## config.mk

```make
export PLATFORM = sky130hd
export DESIGN_NAME = i2c_target_addr
export DESIGN_NICKNAME = d
export VERILOG_FILES = /design/src/rtl/addr_sel_pkg.sv /design/src/rtl/i2c_target_addr.sv /design/src/rtl/pin_sync.sv
export VERILOG_INCLUDE_DIRS = /design/src /design/src/rtl
export SDC_FILE = /design/constraint.sdc
export NUM_CORES = 1
export LEC_CHECK = 0
export BUFFER_PORTS_ARGS = -buffer_cell sky130_fd_sc_hd__buf_2
export CORE_ASPECT_RATIO = 0.7
export CORE_UTILIZATION = 55
export CTS_BUF_LIST = sky130_fd_sc_hd__clkbuf_4
export CTS_CLUSTER_SIZE = 40
export DETAILED_ROUTE_END_ITERATION = 7
export GPL_ROUTABILITY_DRIVEN = 0
export MAX_ROUTING_LAYER = met4
export PLACE_DENSITY = 0.77
export SYNTH_ARGS = -nofsm -noshare
export SYNTH_HDL_FRONTEND = slang
export SYNTH_SLANG_ARGS = --single-unit
export TNS_END_PERCENT = 1
```

## constraint.sdc

```tcl
create_clock -name mclk_i -period 4.4 [get_ports mclk_i]
set_input_delay 0 -clock mclk_i [delete_from_list [all_inputs] [get_ports mclk_i]]
set_output_delay 0 -clock mclk_i [all_outputs]
set_load 0.01 [all_outputs]
```

## src/rtl/addr_sel_params.svh

```systemverilog
// Constants for the two-wire target address selection block.
`ifndef ADDR_SEL_PARAMS_SVH
`define ADDR_SEL_PARAMS_SVH

`define ADDR_BASE        7'h50
`define ADDR_BCAST       7'h58
`define SEL_CODE_W       8
// Sensed level is an 8-bit code; each of the eight bands is 32 codes wide.
`define SEL_BAND_SHIFT   5
// Codes within this distance of an edge between two bands raise the warning flag.
`define SEL_GUARD        5'h0_004
`define STATUS_ADDR_BIT  5
`define CLK_MHZ          50
`define TLOW_MIN_US      650
`define TLOW_MAX_US      1300
// Both limits are exact cycle counts with no rounding; stuck-low limit sits midway between.
`define TLOW_MIN_CYC     ((`TLOW_MIN_US * `CLK_MHZ))
`define TLOW_MAX_CYC     ((`TLOW_MAX_US * `CLK_MHZ))
`define TLOW_CYC         ((`TLOW_MIN_CYC + `TLOW_MAX_CYC) / 2)

`endif

```

## src/rtl/addr_sel_pkg.sv

```systemverilog
// Types shared by the address selection block.
package addr_sel_pkg;

  typedef enum logic [2:0] {
    ST_IDLE = 3'b000,
    ST_ADDR = 3'b001,
    ST_ACK  = 3'b010,
    ST_DATA = 3'b011,
    ST_DACK = 3'b100,
    ST_SKIP = 3'b101
  } link_state_t;

  typedef struct packed {
    logic [6:0] addr;
    logic       warn;
  } sel_decode_t;

  typedef struct packed {
    logic       valid;
    logic       first;
    logic       bcast;
    logic [7:0] data;
  } wr_byte_t;

endpackage

```

## src/rtl/i2c_target_addr.sv

```systemverilog
// Two-wire target front end with pin-selected and broadcast addresses.
`timescale 1ns/1ns
`include "addr_sel_params.svh"

// Function
// - Acts only as target, controller clocks.
// - Address from select pin, 0x50 to 0x57.
// - Address rises by one per band.
// - Near an edge between two bands sets warning status bit.
// - Also accept broadcast address 0x58 for writes.
// - Seven address bits MSB first, then direction.
// - Drive data low through ninth pulse on match.
// - Data stuck low resets the interface.
// - First written byte is the register pointer.
module i2c_target_addr #(
  parameter int unsigned TLOW_CYCLES = `TLOW_CYC
) (
  input  wire logic       mclk_i,
  input  wire logic       sys_rst_i,
  input  wire logic       scl_i,
  input  wire logic       sda_i,
  input  wire logic [7:0] sel_code_i,
  output logic            sda_o,
  output logic            sda_oe_o,
  output logic [6:0]      own_addr_o,
  output logic [7:0]      status_o,
  output logic            wr_valid_o,
  output logic            wr_first_o,
  output logic            wr_bcast_o,
  output logic [7:0]      wr_data_o,
  output logic            timeout_o
);

  function automatic addr_sel_pkg::sel_decode_t decode_sel(input logic [7:0] code);
    addr_sel_pkg::sel_decode_t d;
    logic [4:0] pos;
    d      = '0;
    pos    = code[4:0];
    d.addr = `ADDR_BASE + {4'h0, code[7:5]};
    d.warn = (pos < `SEL_GUARD && code[7:5] != 3'h0) ||
             (pos > (5'h1F - `SEL_GUARD) && code[7:5] != 3'h7);
    return d;
  endfunction

  typedef struct packed {
    addr_sel_pkg::link_state_t state;
    logic [3:0]                bitcnt;
    logic [7:0]                shreg;
    logic                      scl_d;
    logic                      sda_d;
    logic                      drive_low;
    logic                      first;
    logic                      bcast;
    logic                      rd;
    logic [6:0]                addr;
    logic                      warn;
    logic                      latched;
    logic [16:0]               lowcnt;
    logic                      tmo;
    addr_sel_pkg::wr_byte_t    wr;
  } core_t;

  core_t st;
  core_t next_st;
  logic  scl_s;
  logic  sda_s;
  addr_sel_pkg::sel_decode_t dec;

  pin_sync u_sync_scl (
    .mclk_i    (mclk_i),
    .sys_rst_i (sys_rst_i),
    .pin_i     (scl_i),
    .level_o   (scl_s)
  );

  pin_sync u_sync_sda (
    .mclk_i    (mclk_i),
    .sys_rst_i (sys_rst_i),
    .pin_i     (sda_i),
    .level_o   (sda_s)
  );

  assign dec = decode_sel(sel_code_i);

  ////////////////////////////////////////////////////////////////////////////

  always_comb begin
    logic scl_rise;
    logic scl_fall;
    logic start;
    logic stop;
    logic [7:0] byte_in;
    scl_rise = scl_s && !st.scl_d;
    scl_fall = !scl_s && st.scl_d;
    start    = scl_s && st.scl_d && st.sda_d && !sda_s;
    stop     = scl_s && st.scl_d && !st.sda_d && sda_s;
    byte_in  = {st.shreg[6:0], sda_s};
    next_st          = st;
    next_st.scl_d    = scl_s;
    next_st.sda_d    = sda_s;
    next_st.wr.valid = 1'b0;
    next_st.tmo      = 1'b0;
    // The address is caught once after reset so a noisy select level cannot move it mid-frame.
    if (!st.latched) begin
      next_st.addr    = dec.addr;
      next_st.warn    = dec.warn;
      next_st.latched = 1'b1;
    end
    if (sda_s) begin
      next_st.lowcnt = '0;
    end else if (st.lowcnt != 17'(TLOW_CYCLES)) begin
      next_st.lowcnt = st.lowcnt + 17'h0_0001;
    end
    // Own ack drive is excluded so the stuck-low watch never fires while this target drives data low.
    if (st.lowcnt == 17'(TLOW_CYCLES) - 17'h0_0001 && !st.drive_low) begin
      next_st.state     = addr_sel_pkg::ST_IDLE;
      next_st.drive_low = 1'b0;
      next_st.tmo       = 1'b1;
    end else if (start) begin
      next_st.state     = addr_sel_pkg::ST_ADDR;
      next_st.bitcnt    = 4'h0;
      next_st.drive_low = 1'b0;
    end else if (stop) begin
      next_st.state     = addr_sel_pkg::ST_IDLE;
      next_st.drive_low = 1'b0;
    end else begin
      case (st.state)
        addr_sel_pkg::ST_ADDR, addr_sel_pkg::ST_DATA: begin
          if (scl_rise) begin
            next_st.shreg  = byte_in;
            next_st.bitcnt = st.bitcnt + 4'h1;
          end
          if (scl_fall && st.bitcnt == 4'h8) begin
            next_st.bitcnt = 4'h0;
            if (st.state == addr_sel_pkg::ST_ADDR) begin
              next_st.rd    = st.shreg[0];
              next_st.bcast = st.shreg[7:1] == `ADDR_BCAST;
              if ((st.shreg[7:1] == st.addr) ||
                  (st.shreg[7:1] == `ADDR_BCAST && !st.shreg[0])) begin
                next_st.state     = addr_sel_pkg::ST_ACK;
                next_st.drive_low = 1'b1;
                next_st.first     = 1'b1;
              end else begin
                next_st.state = addr_sel_pkg::ST_SKIP;
              end
            end else begin
              next_st.state     = addr_sel_pkg::ST_DACK;
              next_st.drive_low = 1'b1;
              next_st.wr.valid  = 1'b1;
              next_st.wr.data   = st.shreg;
              next_st.wr.first  = st.first;
              next_st.wr.bcast  = st.bcast;
              next_st.first     = 1'b0;
            end
          end
        end
        addr_sel_pkg::ST_ACK, addr_sel_pkg::ST_DACK: begin
          if (scl_fall) begin
            next_st.drive_low = 1'b0;
            // Reads are not served: after the address ack a read goes to ST_SKIP.
            next_st.state = st.rd ? addr_sel_pkg::ST_SKIP : addr_sel_pkg::ST_DATA;
          end
        end
        default: begin
          next_st.state = st.state;
        end
      endcase
    end
  end

  always_ff @(posedge mclk_i) begin
    if (sys_rst_i) begin
      st <= '{state: addr_sel_pkg::ST_IDLE, scl_d: 1'b1, sda_d: 1'b1, default: '0};
    end else begin
      st <= next_st;
    end
  end

  ////////////////////////////////////////////////////////////////////////////

  assign sda_o      = 1'b0;
  assign sda_oe_o   = st.drive_low;
  assign own_addr_o = st.addr;
  assign status_o   = {2'b00, st.warn, 5'b0_0000};
  assign wr_valid_o = st.wr.valid;
  assign wr_first_o = st.wr.first;
  assign wr_bcast_o = st.wr.bcast;
  assign wr_data_o  = st.wr.data;
  assign timeout_o  = st.tmo;

  ////////////////////////////////////////////////////////////////////////////

  AST_ACK_HELD: assert property (@(posedge mclk_i) disable iff (sys_rst_i)
    st.state == addr_sel_pkg::ST_ACK |-> sda_oe_o) else $error("ack released early");
  AST_NO_BCAST_READ: assert property (@(posedge mclk_i) disable iff (sys_rst_i)
    st.state == addr_sel_pkg::ST_ACK |-> !(st.bcast && st.rd))
    else $error("broadcast read acknowledged");
  AST_ADDR_RANGE: assert property (@(posedge mclk_i) disable iff (sys_rst_i)
    st.latched |-> (own_addr_o >= `ADDR_BASE && own_addr_o <= 7'h57))
    else $error("own address out of range");
  AST_ADDR_STABLE: assert property (@(posedge mclk_i) disable iff (sys_rst_i)
    $past(st.latched) |-> $stable(own_addr_o)) else $error("own address moved");
  AST_WARN_BIT: assert property (@(posedge mclk_i) disable iff (sys_rst_i)
    status_o[`STATUS_ADDR_BIT] == st.warn && status_o[4:0] == 5'h0_0000)
    else $error("warning bit misplaced");
  AST_TMO_IDLE: assert property (@(posedge mclk_i) disable iff (sys_rst_i)
    timeout_o |-> st.state == addr_sel_pkg::ST_IDLE && !sda_oe_o)
    else $error("timeout left link busy");
  AST_FIRST_ONCE: assert property (@(posedge mclk_i) disable iff (sys_rst_i)
    wr_valid_o && wr_first_o |=> !st.first) else $error("pointer flag stuck");
  AST_WR_PULSE: assert property (@(posedge mclk_i) disable iff (sys_rst_i)
    wr_valid_o |=> !wr_valid_o) else $error("write strobe too long");
  AST_ACK_END: assert property (@(posedge mclk_i) disable iff (sys_rst_i)
    $rose(sda_oe_o) |-> ##[1:900] !sda_oe_o) else $error("ack never released");

  COV_OWN_ACK: cover property (@(posedge mclk_i) disable iff (sys_rst_i)
    $rose(sda_oe_o) && !st.bcast);
  COV_BCAST_WR: cover property (@(posedge mclk_i) disable iff (sys_rst_i)
    wr_valid_o && wr_bcast_o);
  COV_TIMEOUT: cover property (@(posedge mclk_i) disable iff (sys_rst_i) timeout_o);
  COV_RESTART: cover property (@(posedge mclk_i) disable iff (sys_rst_i)
    st.state == addr_sel_pkg::ST_DATA ##1 st.state == addr_sel_pkg::ST_ADDR);

endmodule

```

## src/rtl/pin_sync.sv

```systemverilog
// Three-stage synchroniser with agreement check for pin inputs.
`timescale 1ns/1ns
module pin_sync (
  input  wire logic mclk_i,
  input  wire logic sys_rst_i,
  input  wire logic pin_i,
  output logic      level_o
);

  typedef struct packed {
    logic s1;
    logic s2;
    logic s3;
    logic lvl;
  } sync_st_t;

  sync_st_t st;
  sync_st_t next_st;

  always_comb begin
    next_st    = st;
    next_st.s1 = pin_i;
    next_st.s2 = st.s1;
    next_st.s3 = st.s2;
    // A change counts only when the second and third stages agree.
    if (st.s2 == st.s3) begin
      next_st.lvl = st.s3;
    end
  end

  always_ff @(posedge mclk_i) begin
    if (sys_rst_i) begin
      st <= 4'hF;
    end else begin
      st <= next_st;
    end
  end

  assign level_o = st.lvl;

endmodule

```

=== Word-level counts from Yosys, hierarchy flattened ===
Cells that the tools add are included.

* Bits in registers: 67
* Bits of input ports: 12
* Word-level logic and storage cells: 115

* $add $sub $neg: 3
* $lt $le $gt $ge: 2
* Equality and inequality tests: 19
* Muxes and demuxes: 19
* Bitwise logic cells: 6
* Reductions and logical operators: 39

{| class="wikitable"
|+ Operators by type and width
! cell !! count
|-
| 2-to-1 mux 12 bit || 3
|-
| AND reduction 6 bit || 3
|-
| adder 17 x 1 -> 17 bit (second input constant) || 1
|-
| == test 17 x 16 -> 1 bit (second input constant) || 1
|-
| != test 17 x 16 -> 1 bit (second input constant) || 1
|-
| logical AND 1 bit || 12
|-
| 2-to-1 mux 3 bit || 4
|-
| 2-to-1 mux 11 bit || 1
|-
| != test 4 bit (second input constant) || 2
|-
| AND reduction 4 bit || 2
|-
| OR reduction 2 bit || 4
|-
| adder 7 x 3 -> 7 bit (first input constant) || 1
|-
| == test 7 bit || 1
|-
| == test 7 bit (second input constant) || 1
|-
| 2-to-1 mux 7 bit || 1
|-
| == test 3 x 2 -> 1 bit (second input constant) || 2
|-
| zero test 1 bit || 6
|-
| 2-to-1 mux 2 bit || 3
|-
| != test 2 bit (second input constant) || 3
|-
| != test 3 bit (second input constant) || 2
|-
| NOT 1 bit || 6
|-
| case mux 3 bit (2 select lines) || 1
|-
| AND reduction 3 bit || 2
|-
| nonzero test 3 bit || 2
|-
| other kinds (18) || 23
|}

=== Depth between registers and ports, before layout ===
* Depth after elaboration: 9
* Gate-level depth with buffers: 8

=== Hierarchy ===
Synthesis repeated with hierarchy kept, for this count alone.

* Cells, all modules: 322
* Area, all modules: 2,961.6 um2

{| class="wikitable"
|+ By module, submodules not included
! module !! times used !! cells an instance !! area each (um2) !! sequential area each (um2)
|-
| i2c_target_addr || 1 || 302 || 2,731.4 || 1,121.1
|-
| pin_sync || 2 || 10 || 115.1 || 80.1
|}

=== Worst setup path before layout ===
OpenSTA, ideal clock, no wires.

* Kind: register to register
* From: reg st[16] (netlist bit)
* To: reg st[44] (netlist bit)
* Setup time: 0.116 ns
* Data arrival time: 1.926 ns
* Slack: 2.358 ns
* Cell stages (with the launch flop): 6
* Path through: dfxtp_1 -> or4b_4 -> nor4_4 -> a21oi_1 -> buf_2 -> a31o_2

* Cells in the longest elaborated chain, start to end: 4

{| class="wikitable"
|+ RTL lines
! what !! line !! source
|-
| start, declared || i2c_target_addr.sv:63 || <nowiki>core_t st;</nowiki>
|-
| start signal, assigned || i2c_target_addr.sv:175 || <nowiki>st <= next_st;</nowiki>
|-
| == test 17 x 16 -> 1 bit || i2c_target_addr.sv:115 || <nowiki>if (st.lowcnt == 17'(TLOW_CYCLES) - 17'h0_0001 && !st.drive_low) begin</nowiki>
|-
| logical AND 1 bit || i2c_target_addr.sv:115 ||
|-
| NOT 1 bit (no line) || -- ||
|-
| AND reduction 5 bit (no line) || -- ||
|}

No other way between the ends.
A chain may end at the register's enable or synchronous reset.

=== Worst setup path in the final report ===
* From: reg st[56] (netlist bit)
* To: reg st, in the netlist wr_bcast_o

* Cells in the longest elaborated chain, start to end: 3

{| class="wikitable"
|+ RTL lines
! what !! line
|-
| == test 3 x 1 -> 1 bit or == test 3 x 2 -> 1 bit (tied branches) || i2c_target_addr.sv:127, i2c_target_addr.sv:135
|-
| OR reduction 2 bit or NOT 1 bit (tied branches) || --
|-
| AND reduction 6 bit (no line) * || --
|}

Every way passes the cells marked *; elsewhere a longest branch is shown, timed or not.

==> qor.yml <==
placed_design:
  io_buffer_count: 28
  place_inst: 404
  hpwl_mm: 3.89
clock_tree:
  clkLatencyLatePin_ns: 0.44
  clk_pin_slew_worst_paths_ns: 0.13
  ctsResizeCount: 0
  cts.sinks: 64
  cts_buffers: 9
  clockBufferDepth: 2
  postCtsSetupRepairBufs: 0
  cts_tree: "built"
  cts_root_buf: "clkbuf_4"
  htree_levels: 3
floorplan:
  io_pins: 41
  die_h_um: 63.4
  die-area_mm2: 0.00568
  initial_core_util_pct: 59.6
  coreArea_mm2: 0.00497
  rows: 21
  die_w_um: 89.7
power_and_ir_drop:
  power_density_mw_per_mm2: 322
  p_leak_uw: 0.00125
  ir_drop_uv: 187
critical_path:
  worstSetupStartpointType: "flop"
  worst-r2r-cell-count: 5
  critPathCaptureType: "flop"
  path_class: "reg -> reg"
  r2r_slack_ns: 1.56
  timing.rr.end: "wr_bcast_o"
  worstPathArrival_ns: 3.21
  cp.required_ns: 4.77
  worstPathMaxFanout: 9
  r2r-start: "st[56]"
final_layout:
  final_cells: 431
  final_nets: 374
  antenna_cells: 0
  layout-drive-gt1-share_pct: 16.0
  nFillCells: 432
  area_delta_synth_final_pct: 9.98
grt:
  antenna_found_initial: 0
  gr-usage-all-layers_pct: 24.3
  grt_pass1_vias: 2170
  grt_max_degree: 31
  grt-ovfl-total: 0
  grt_pass1_wl_mm: 10.0
drt:
  drt_pass1_iterations: 5
  wl_per_cell_um: 13.3
  finalWirelength_mm: 5.75
  vias_per_cell: 5.42
  drcViolationCount: 0
  vias: 2335
  drtIter0Drc: 190
  postRouteAntennaNets: 0
sta:
  finalHoldViolCount: 0
  clock.fmax_mhz: 352
  finClkSkew_ns: 0.0211
  rsz0062_at_grt: "false"
  setup_violations: 0
  finalMaxSlewViolations: 0
  fin_tns_setup_ns: 0
  max_slew_margin_pct: 27.5
  finalCriticalPeriod_ns: 2.84
  tightest_slew_ns: 1.09
  finalCritPeriodShare_pct: 64.6
synthesis:
  synth_ff_type: "dfxtp_1"
  ys_warn_count: 0
  ys_seq_area_share_pct: 43.3
  synth_area_mm2: 0.00296
  synth_area_per_cell_um2: 8.88
  ys_types: 47
  synthCells: 333
  async_flop_share_pct: 0
  synth_edf_count: 0
  ys_ff_latch: 64
min_path:
  hold_path_depth: 3
  hp-start: "scl_i"
  hp-class: "in -> reg"
  min_to: "u_sync_scl.next_st[2]"
outcome:
  outcome: "finished clean"
run:
  maxCapViolCount: 0
critical path, cell delays in order, from the launching register on:
cell      delay, ns
dfxtp_1        0.49
nand2b_1       0.19
or4_1          0.64
a21oi_1        0.27
nor2b_1        0.89
mux2i_1        0.30
layer usage:
metal	global-route usage (%)	routed length (µm)
met3	8.78	436
met2	33.2	2410
met1	31.8	2770
met4	10.9	132
met5	-	0
stage by stage:
stage	total power (µW)	util, %	hold slack [ns]	area, µm²	setup WS, ns
after floorplan	636	-	0.104	2990	2.36
after global placement	636	60.3	0.184	3000	1.68
after detailed placement	637	60.3	0.184	3000	1.62
after CTS	1050	65.5	0.273	3250	1.59
after global routing	1090	65.5	0.262	3250	1.40
final	1050	65.5	0.289	3250	1.56
cells by family (layout without fill, tap and decap cells):
logic type,count (synthesis),count (layout),synth area share (%)
AND/OR/NAND/NOR,126,126,21.9
flip-flops,64,64,43.3
buffers and inverters,49,69,9.43
AO/OA/AOI/OAI,48,48,10.3
multiplexers,22,22,7.44
XOR/XNOR,18,18,5.33
adder cells (fa/ha/maj),5,5,2.12
other,1,10,0.127
where the power goes:
part           internal [µW]  switching (µW)
sequential               585            4.72
combinational           19.1            24.1
clock                    178             236
area by class of cell:
| type | instances | area [µm²] | area share, % |
|---|---|---|---|
| clock buffers | 9 | 67.6 | 2.08 |
| repair buffers | 40 | 258 | 7.92 |
| inverters | 13 | 48.8 | 1.50 |
| clock inverters | 7 | 80.1 | 2.46 |
| flip-flops and latches | 64 | 1280 | 39.4 |
| well taps | 69 | 86.3 | 2.65 |
| multi-input cells | 229 | 1430 | 44.0 |
worst max-delay path by stage:
stage / startpoint / endpoint / slack (ns) / cells past startpoint
global route: st[56] / wr_bcast_o / 1.40 / 5
finish: st[56] / wr_bcast_o / 1.56 / 5
CTS: st[56] / wr_bcast_o / 1.59 / 5
detailed placement: st[56] / wr_bcast_o / 1.62 / 5
floorplan: st[16] / st[44] / 2.36 / 5
global placement: st[56] / wr_data_o[6] / 1.68 / 5
repair_timing:
item | 4_1_cts | 5_1_grt
endpoints found under the setup margin | 0 | 0
hold buffers | 11 | 0
hold endpoints to repair | 9 | 0
synthesized netlist by cell type, types with 2 or more instances:
library cell | n | share of area [%]
buf_4 | 25 | 6.3
or2_2 | 8 | 1.7
o31ai_1 | 2 | 0.51
xor2_1 | 3 | 0.89
dfxtp_1 | 64 | 43
nand3_1 | 8 | 1.4
a211oi_1 | 7 | 1.8
nand2b_1 | 3 | 0.63
nor2_1 | 36 | 4.6
nor3b_1 | 4 | 1.0
xnor2_1 | 15 | 4.4
or3_1 | 4 | 0.85
o21ai_0 | 11 | 1.9
a21oi_1 | 15 | 2.5
nand4_1 | 7 | 1.5
a32o_1 | 2 | 0.68
clkbuf_1 | 9 | 1.1
and3_1 | 4 | 0.85
o22ai_1 | 2 | 0.42
mux2i_1 | 22 | 7.4
nor3_1 | 5 | 0.85
nand2_1 | 32 | 4.1
ha_1 | 5 | 2.1
nor2b_1 | 2 | 0.42
inv_1 | 13 | 1.6
or4_1 | 4 | 1.0
state kept, by name, indices dropped and copies added (netlist names), 2 cells and up:
register            cells
u_sync_scl.next_st      2
u_sync_sda.next_st      2
wr_data_o               8
own_addr_o              4
st                     38
layout by cell type (no fill, tap or decap), types with 2 or more instances in the layout:
master          n
inv_1          13
clkbuf_4        9
xnor2_1        15
o21ai_0        11
nand2_1        32
conb_1         10
clkinv_4        2
nor2_1         36
o22ai_1         2
or2_2           8
clkinvlp_4      2
xor2_1          3
or3_1           4
a21oi_1        15
o31ai_1         2
nor3b_1         4
nor2b_1         2
a32o_1          2
inv_6           2
mux2i_1        22
nand3_1         8
nand2b_1        3
and3_1          4
nand4_1         7
dfxtp_1        64
nor3_1          5
or4_1           4
a211oi_1        7
dlygate4sd3_1  11
ha_1            5
buf_2          28
(Power assumes the default switching activity.)
